`src/core/accel_mag_pkg.sv`:
```
// Package for the accelerometer offset and magnetic status bank.
// Assumes one sensor clock and byte-wide register access.
package accel_mag_pkg;
    // Register addresses, index 0 is X, 1 is Y, 2 is Z
    localparam logic [2:0][7:0] ADDR_ZERO_OFFSET = {8'h31, 8'h30, 8'h2f};
    localparam logic [7:0] ADDR_MAG_STATUS = 8'h32;
    localparam logic [2:0][7:0] ADDR_MAG_MSB = {8'h37, 8'h35, 8'h33};
    localparam logic [2:0][7:0] ADDR_MAG_LSB = {8'h38, 8'h36, 8'h34};
    localparam logic [7:0] ADDR_ACCEL_FIRST = 8'h01;
    localparam logic [7:0] ADDR_ACCEL_LAST = 8'h06;
    // Status field positions
    localparam int BIT_XYZ_OW = 7;
    localparam int BIT_FIRST_OW = 4;
    localparam int BIT_XYZ_DR = 3;
    localparam int BIT_FIRST_DR = 0;
    // Reset values
    localparam logic [7:0] OFFSET_RESET = 8'h00;
    localparam logic [7:0] STATUS_RESET = 8'h00;
    // Widths and scaling
    localparam int ACCEL_W = 14;
    localparam int MAG_W = 16;
    localparam int OFFSET_W = 8;
    localparam int OFFSET_MG_PER_CODE = 2;
    localparam int OFFSET_MIN_MG = -256;
    localparam int OFFSET_MAX_MG = 254;
    // Register request from the serial interface
    typedef struct packed {
        logic wr;
        logic rd;
        logic [7:0] addr;
        logic [7:0] wdata;
    } reg_req_t;
    // Three-axis acceleration sample
    typedef struct packed {
        logic [2:0][ACCEL_W-1:0] axis;
    } accel_sample_t;
    // Three-axis magnetic sample
    typedef struct packed {
        logic [2:0][MAG_W-1:0] axis;
    } mag_sample_t;
endpackage : accel_mag_pkg

```
`src/core/accel_offset_and_mag_status.sv`:
```
// Offset correction registers and magnetic data-ready status.
// Assumes register requests are synchronous one-cycle strobes and
// that the mode controller supplies the active flag.
`timescale 1ns/100ps
`default_nettype none
module accel_offset_and_mag_status (
    input wire logic core_clk,
    input wire logic arst_n,
    input wire accel_mag_pkg::reg_req_t regReq,
    input wire logic deviceActive,
    input wire logic accelValid,
    input wire accel_mag_pkg::accel_sample_t accelRaw,
    input wire logic [2:0] magDone,
    input wire accel_mag_pkg::mag_sample_t magRaw,
    output logic [7:0] regRdData,
    output logic regRdValid,
    output var accel_mag_pkg::accel_sample_t accelOut,
    output var accel_mag_pkg::mag_sample_t magOut,
    output logic [7:0] magStatus
);
    // Reset synchroniser stages
    logic rstSync1;
    logic rstSyncN;

    // Per-axis storage and flags
    logic [2:0][7:0] offsetReg;
    logic [2:0] readyReg;
    logic [2:0] readyNext;
    logic [2:0] owReg;
    logic [2:0] owSet;
    logic [2:0] msbRead;
    // Combined flags and MSB read tracking
    logic xyzReadyReg;
    logic xyzOwReg;
    logic [2:0] readSeenReg;
    logic allRead;
    logic setDone;
    // Read mux result
    logic [7:0] rdMux;

    // Release reset through two flops
    always_ff @(posedge core_clk or negedge arst_n) begin
        if (!arst_n) begin
            rstSync1 <= 1'b0;
            rstSyncN <= 1'b0;
        end else begin
            rstSync1 <= 1'b1;
            rstSyncN <= rstSync1;
        end
    end

    genvar i;
    generate
        for (i = 0; i < 3; i++) begin : g_axis
            // Read of this axis magnetic MSB
            assign msbRead[i] = regReq.rd &&
                (regReq.addr == accel_mag_pkg::ADDR_MAG_MSB[i]);
            assign readyNext[i] = magDone[i] |
                (readyReg[i] & ~msbRead[i]);
            assign owSet[i] = magDone[i] & readyReg[i] & ~msbRead[i];

            // Offset register, held in active mode
            always_ff @(posedge core_clk or negedge rstSyncN) begin
                if (!rstSyncN) begin
                    offsetReg[i] <= accel_mag_pkg::OFFSET_RESET;
                end else if (regReq.wr && !deviceActive &&
                    regReq.addr == accel_mag_pkg::ADDR_ZERO_OFFSET[i]) begin
                    offsetReg[i] <= regReq.wdata;
                end
            end

            // Corrected acceleration output
            always_ff @(posedge core_clk or negedge rstSyncN) begin
                if (!rstSyncN) begin
                    accelOut.axis[i] <= '0;
                end else if (accelValid) begin
                    accelOut.axis[i] <= accelRaw.axis[i] +
                        {{(accel_mag_pkg::ACCEL_W - 8){offsetReg[i][7]}},
                        offsetReg[i]};
                end
            end

            // Magnetic output latch
            always_ff @(posedge core_clk or negedge rstSyncN) begin
                if (!rstSyncN) begin
                    magOut.axis[i] <= '0;
                end else if (magDone[i]) begin
                    magOut.axis[i] <= magRaw.axis[i];
                end
            end

            // Axis ready and overwrite flags
            always_ff @(posedge core_clk or negedge rstSyncN) begin
                if (!rstSyncN) begin
                    readyReg[i] <= 1'b0;
                    owReg[i] <= 1'b0;
                end else begin
                    readyReg[i] <= readyNext[i];
                    owReg[i] <= owSet[i] | (owReg[i] & ~msbRead[i]);
                end
            end
        end
    endgenerate

    // All three MSBs read since last set
    assign allRead = &(readSeenReg | msbRead);
    // Completed full set event
    assign setDone = (|magDone) & (&readyNext);

    // Combined flags and read tracking
    always_ff @(posedge core_clk or negedge rstSyncN) begin
        if (!rstSyncN) begin
            xyzReadyReg <= 1'b0;
            xyzOwReg <= 1'b0;
            readSeenReg <= 3'h0;
        end else begin
            xyzReadyReg <= setDone | (xyzReadyReg & ~allRead);
            xyzOwReg <= (|owSet) | (xyzOwReg & ~allRead);
            // Track reads, restart on set or full read
            if (setDone || allRead) begin
                readSeenReg <= 3'h0;
            end else begin
                readSeenReg <= readSeenReg | msbRead;
            end
        end
    end

    always_ff @(posedge core_clk or negedge rstSyncN) begin
        if (!rstSyncN) begin
            magStatus <= accel_mag_pkg::STATUS_RESET;
        end else begin
            magStatus <= {xyzOwReg, owReg, xyzReadyReg, readyReg};
        end
    end

    // Read data selection
    always_comb begin
        rdMux = 8'h00;
        if (regReq.addr == accel_mag_pkg::ADDR_MAG_STATUS) begin
            rdMux = magStatus;
        end
        for (int k = 0; k < 3; k++) begin
            if (regReq.addr == accel_mag_pkg::ADDR_ZERO_OFFSET[k]) begin
                rdMux = offsetReg[k];
            end
            if (regReq.addr == accel_mag_pkg::ADDR_MAG_MSB[k]) begin
                rdMux = magOut.axis[k][15:8];
            end
            if (regReq.addr == accel_mag_pkg::ADDR_MAG_LSB[k]) begin
                rdMux = magOut.axis[k][7:0];
            end
            // Acceleration left-justified in 16 bits
            if (regReq.addr == accel_mag_pkg::ADDR_ACCEL_FIRST +
                8'(2 * k)) begin
                rdMux = accelOut.axis[k][13:6];
            end
            if (regReq.addr == accel_mag_pkg::ADDR_ACCEL_FIRST +
                8'(2 * k + 1)) begin
                rdMux = {accelOut.axis[k][5:0], 2'b00};
            end
        end
    end

    // Registered read answer
    always_ff @(posedge core_clk or negedge rstSyncN) begin
        if (!rstSyncN) begin
            regRdData <= 8'h00;
            regRdValid <= 1'b0;
        end else begin
            regRdValid <= regReq.rd;
            if (regReq.rd) begin
                regRdData <= rdMux;
            end
        end
    end
endmodule : accel_offset_and_mag_status
`default_nettype wire

```
`config.mk`:
```
export PLATFORM = sky130hd
export DESIGN_NAME = accel_offset_and_mag_status
export DESIGN_NICKNAME = d
export VERILOG_FILES = /design/src/core/accel_mag_pkg.sv /design/src/core/accel_offset_and_mag_status.sv
export SDC_FILE = /design/constraint.sdc
export NUM_CORES = 1
export LEC_CHECK = 0
export ABC_CLOCK_PERIOD_IN_PS = 4800
export BUFFER_PORTS_ARGS = -buffer_cell sky130_fd_sc_hd__buf_2
export CORE_ASPECT_RATIO = 0.7
export CORE_MARGIN = 5
export CORE_UTILIZATION = 50
export CTS_BUF_LIST = sky130_fd_sc_hd__clkbuf_4 sky130_fd_sc_hd__clkbuf_8
export DETAILED_ROUTE_END_ITERATION = 8
export PLACE_DENSITY = 0.8
export SYNTH_ARGS = -nofsm -noshare
export SYNTH_HDL_FRONTEND = slang
export SYNTH_SLANG_ARGS = --single-unit
```
`constraint.sdc`:
```
create_clock -name core_clk -period 4.8 [get_ports core_clk]
set_clock_uncertainty 0.2 [all_clocks]
set_input_delay 0.72 -clock core_clk [delete_from_list [all_inputs] [get_ports core_clk]]
set_output_delay 0.72 -clock core_clk [all_outputs]
set_load 0.01 [all_outputs]
```
==> summary.md <==
| Metric | Value |
|---|---|
| Bufs on Longest Clock Path | `2` |
| Sum of internal, switching and leakage power | `3.03 mW` |
| Number of instances in the synthesized netlist | `778` |
| Distinct cells, synth | `75` |
| Number of enable flip-flop cells after synthesis | `0` |
| Placement Rows | `39` |
| Wire length after detailed routing | `26,500 um` |
| CP endpoint | `regRdData[7]` |
| GR Util All Layers | `0.271` |
| Clock Sink Count | `144` |
| Rel. slew slack | `0.175` |
| Ordered list of cells on the worst path | `buf_2 > nor4b_1 > nand2_1 > nor2_1 > a22oi_1 > a21oi_1 > nor2_1 > a21oi_1` |
| Number of nets in the synthesized netlist | `935` |
| Fraction of layout instances using a drive strength above 1 | `0.373` |
| Power Density | `304 mW/mm^2` |
| Residual antenna-violating net count after detailed routing | `0` |
| Setup WS pre-CTS | `1.55 ns` |
| Number of remaining DRC errors | `0` |
| Critical Path Stages | `8` |
| CP required | `4.97 ns` |
| Final setup fails | `0` |
| Yosys synthesis warning count | `0` |
| Maximum number of pins on one net before global-route repair | `143` |
| Maximum Capacitance Violations | `0` |
| Fill count | `1,402` |
| Detail-routed net length per standard cell | `21.6 um` |
| Slew Viols, Final | `0` |
| Synthesis-stage register bit count | `144` |
| Cell depth of the worst flop-to-flop path | `10` |
| Initial antenna violation count | `0` |
| Worst path arrival time | `3.37 ns` |
| Count of vias placed by the detailed router | `7,334` |
| Number of DRC markers in iteration 0 | `734` |
| Predominant post-synthesis flop cell | `sky130_fd_sc_hd__dfrtp_1` |
| Part of the Yosys area used for sequential elements | `0.438` |
| Setup repair after global routing missed its margin | `false` |
| Clock slew at reported path FFs | `0.09 ns` |
| Endpoint of the worst register-to-register path | `accelOut[10]` |
| Post-Synthesis Mean Instance Area | `10.6 um^2` |
| Number of global-route vias before repair | `7,070` |
| Worst ir drop on vdd | `0.000176 V` |
| Largest delay share family, worst path | `simple AND/OR/NAND/NOR gates` |
| Placer's final routability congestion estimate | `1.03` |
| Number of buffers added by the clock tree synthesis step | `17` |
| Outcome | `finished clean` |
| Setup ws final | `1.60 ns` |
| Sort of element at the end of the critical path | `flop` |
| Cell count after placement | `1,193` |
| Total number of nets in the final design | `1,145` |
| Min-Delay Path Class | `flop to flop` |
| CORE AREA | `0.0162 mm^2` |
| Mapped Area | `0.00823 mm^2` |
| Number of setup buffers added after CTS | `0` |
| Worst setup slack for register-to-register paths | `2.00 ns` |
| FMAX | `313 MHz` |
| CP Launch Type | `primary input` |
| Via/cell ratio | `5.98` |
| Horizontal extent of the die | `163 um` |
| Category of the critical setup timing path | `primary input to flop` |
| CTS tree | `done` |
| Vertical die dimension | `117 um` |
| Starting density of the core | `0.506` |
| Growth of design area from synthesis to finish | `21.1%` |
| Global-route wire length before repair | `40,300 um` |
| Buffer cell driving the clock tree root | `sky130_fd_sc_hd__clkbuf_8` |
| Reg2reg start | `offsetReg[0]` |
| Final cycle utilization of the critical path | `0.666` |
| Die area | `0.0192 mm^2` |
| Worst slew pin tran | `1.23 ns` |
| H-tree level count | `4` |
| Cell with the biggest individual delay on the critical path | `sky130_fd_sc_hd__nor4b_1` |
| Worst setup startpoint | `regReq[10]` |
| Cell Count, Final, Fillers Out | `1,227` |
| Overall overflow remaining after global route | `0` |
| Clock insertion delay at the later pin of the skew report | `0.45 ns` |
| Boundary pin count | `222` |
| Sequential cell area | `0.00361 mm^2` |
| Minimum clock period after layout | `3.20 ns` |
| Critical Path Fanout Max | `11` |
| # port buffers | `221` |
| Lkg Pwr | `4.58 nW` |
| Buf+Inv Stages, Crit Path | `1` |
| Length of the first detailed-routing pass in iterations | `6` |
| Post-synth ARST share | `1.00` |
| Hold Vio Cnt, Final | `0` |
| Area of the multi-input gates | `0.00436 mm^2` |
| Aggregate negative setup slack | `0 ns` |
| CP peak stage delay | `0.78 ns` |
| Placed wire-length estimate after detailed placement | `20,500 um` |
Yosys cell counts (4+ instances only):
cell type / instances / area (um^2)
sky130_fd_sc_hd__o31ai_2: 5 / 62.6
sky130_fd_sc_hd__buf_2: 10 / 50.1
sky130_fd_sc_hd__buf_1: 5 / 18.8
sky130_fd_sc_hd__nand2_1: 46 / 173
sky130_fd_sc_hd__o22ai_1: 7 / 43.8
sky130_fd_sc_hd__a31oi_1: 6 / 37.5
sky130_fd_sc_hd__nor2b_1: 12 / 75.1
sky130_fd_sc_hd__o21ai_0: 47 / 235
sky130_fd_sc_hd__a22oi_1: 7 / 52.6
sky130_fd_sc_hd__nor3_1: 12 / 60.1
sky130_fd_sc_hd__and3_1: 8 / 50.1
sky130_fd_sc_hd__nor2_1: 43 / 161
sky130_fd_sc_hd__o21bai_1: 5 / 37.5
sky130_fd_sc_hd__nand3_1: 28 / 140
sky130_fd_sc_hd__o31ai_1: 4 / 30.0
sky130_fd_sc_hd__a222oi_1: 11 / 110
sky130_fd_sc_hd__o221ai_1: 5 / 43.8
sky130_fd_sc_hd__nand2b_1: 9 / 56.3
sky130_fd_sc_hd__o211ai_1: 11 / 82.6
sky130_fd_sc_hd__inv_1: 26 / 97.6
sky130_fd_sc_hd__mux2i_1: 6 / 60.1
sky130_fd_sc_hd__mux2_2: 92 / 1040
sky130_fd_sc_hd__clkbuf_1: 16 / 60.1
sky130_fd_sc_hd__nand4_1: 4 / 25.0
sky130_fd_sc_hd__xnor2_1: 20 / 175
sky130_fd_sc_hd__dfrtp_1: 144 / 3600
sky130_fd_sc_hd__a221oi_1: 7 / 61.3
sky130_fd_sc_hd__a21o_1: 6 / 45.0
sky130_fd_sc_hd__a21oi_1: 52 / 260
sky130_fd_sc_hd__xor2_1: 8 / 70.1
sky130_fd_sc_hd__o21a_1: 8 / 60.1
sky130_fd_sc_hd__ha_1: 39 / 488
layer usage:
layer	vias up	global-route usage	routed length [um]
met4	0	0.0691	498
met5	-	0	0
met2	440	0.386	11200
li1	3335	-	-
met1	3520	0.404	11900
met3	39	0.0817	2880
worst reg2reg max path: cells and delay by family, from the launching register on:
| family | cells | cell delay (ns) |
|---|---|---|
| buf+inv | 1 | 0.05 |
| simple gates | 1 | 0.14 |
| flops | 1 | 0.39 |
| mux | 1 | 0.22 |
| compound gates | 5 | 1.09 |
| fa+ha+maj | 2 | 0.59 |
cell type report:
cell class                      instances  share of cell area
Timing Repair Buffer                  225               0.116
Tap cell                              225              0.0283
Multi-Input combinational cell        573               0.437
Antenna cell                            1            0.000251
Inverter                               27              0.0102
Clock buffer                           18              0.0249
Clock inverter                         14              0.0214
Sequential cell                       144               0.362
how the worst min path moves through the flow:
stage | from | to | slack (ns) | cells after the start
after floorplan | rstSync1 | rstSyncN | 0.13 | 0
after global placement | rstSync1 | rstSyncN | 0.14 | 0
after detailed placement | rstSync1 | rstSyncN | 0.14 | 0
after CTS | rstSync1 | rstSyncN | 0.16 | 0
after global routing | rstSync1 | rstSyncN | 0.18 | 0
final | rstSync1 | rstSyncN | 0.16 | 0
logic make-up after synthesis:
kind of cell / after synthesis / synth area share
other: 1 / 0.000456
flip-flops: 144 / 0.438
adder cells (fa/ha/maj): 42 / 0.0666
AND/OR/NAND/NOR: 196 / 0.129
AO/OA/AOI/OAI: 208 / 0.171
multiplexers: 98 / 0.133
XOR/XNOR: 28 / 0.0298
buffers and inverters: 61 / 0.0321
power by group:
part / internal, mW / switching (mW)
Sequential: 1.30 / 0.105
Clock: 0.632 / 0.496
Combinational: 0.223 / 0.272
Total: 2.16 / 0.873
state kept, by name, summed over array words and instances, names as in the netlist:
| signal | count |
|---|---|
| magOut | 48 |
| accelOut | 42 |
| offsetReg | 24 |
| magStatus | 8 |
| regRdData | 8 |
| owReg | 3 |
| readSeenReg | 3 |
| readyReg | 3 |
| regRdValid | 1 |
| rstSync1 | 1 |
| rstSyncN | 1 |
| xyzOwReg | 1 |
| xyzReadyReg | 1 |
stage by stage:
step / hold WS [ns] / utilization / instance area (um^2)
after floorplan: 0.131 / - / 8230
after global placement: 0.136 / 0.584 / 9490
after detailed placement: 0.143 / 0.584 / 9490
after CTS: 0.164 / 0.613 / 9960
after global routing: 0.176 / 0.613 / 9960
final: 0.162 / 0.613 / 9960
what timing repair did:
item                                    in CTS  in global routing
hold buffers                                 1                  0
endpoints found under the hold margin        2                  0
endpoints found under the setup margin       0                  0
resized for setup                            0                  0
layout by cell type (no fill, tap or decap), types with 7 or more instances in the layout:
master                       n
sky130_fd_sc_hd__a221oi_1    7
sky130_fd_sc_hd__nand3_1    28
sky130_fd_sc_hd__mux2_2     92
sky130_fd_sc_hd__nor2b_1    12
sky130_fd_sc_hd__xnor2_1    20
sky130_fd_sc_hd__o21a_1      8
sky130_fd_sc_hd__o211ai_1   11
sky130_fd_sc_hd__nand2b_1    9
sky130_fd_sc_hd__dfrtp_1   143
sky130_fd_sc_hd__inv_1      26
sky130_fd_sc_hd__nand2_1    46
sky130_fd_sc_hd__a22oi_1     7
sky130_fd_sc_hd__o21ai_0    47
sky130_fd_sc_hd__and3_1      8
sky130_fd_sc_hd__nor2_1     43
sky130_fd_sc_hd__ha_1       39
sky130_fd_sc_hd__clkbuf_8   18
sky130_fd_sc_hd__o22ai_1     7
sky130_fd_sc_hd__a21oi_1    52
sky130_fd_sc_hd__a222oi_1   11
sky130_fd_sc_hd__buf_2     221
sky130_fd_sc_hd__xor2_1      8
sky130_fd_sc_hd__nor3_1     12
Power figures use the tool's default switching activity.
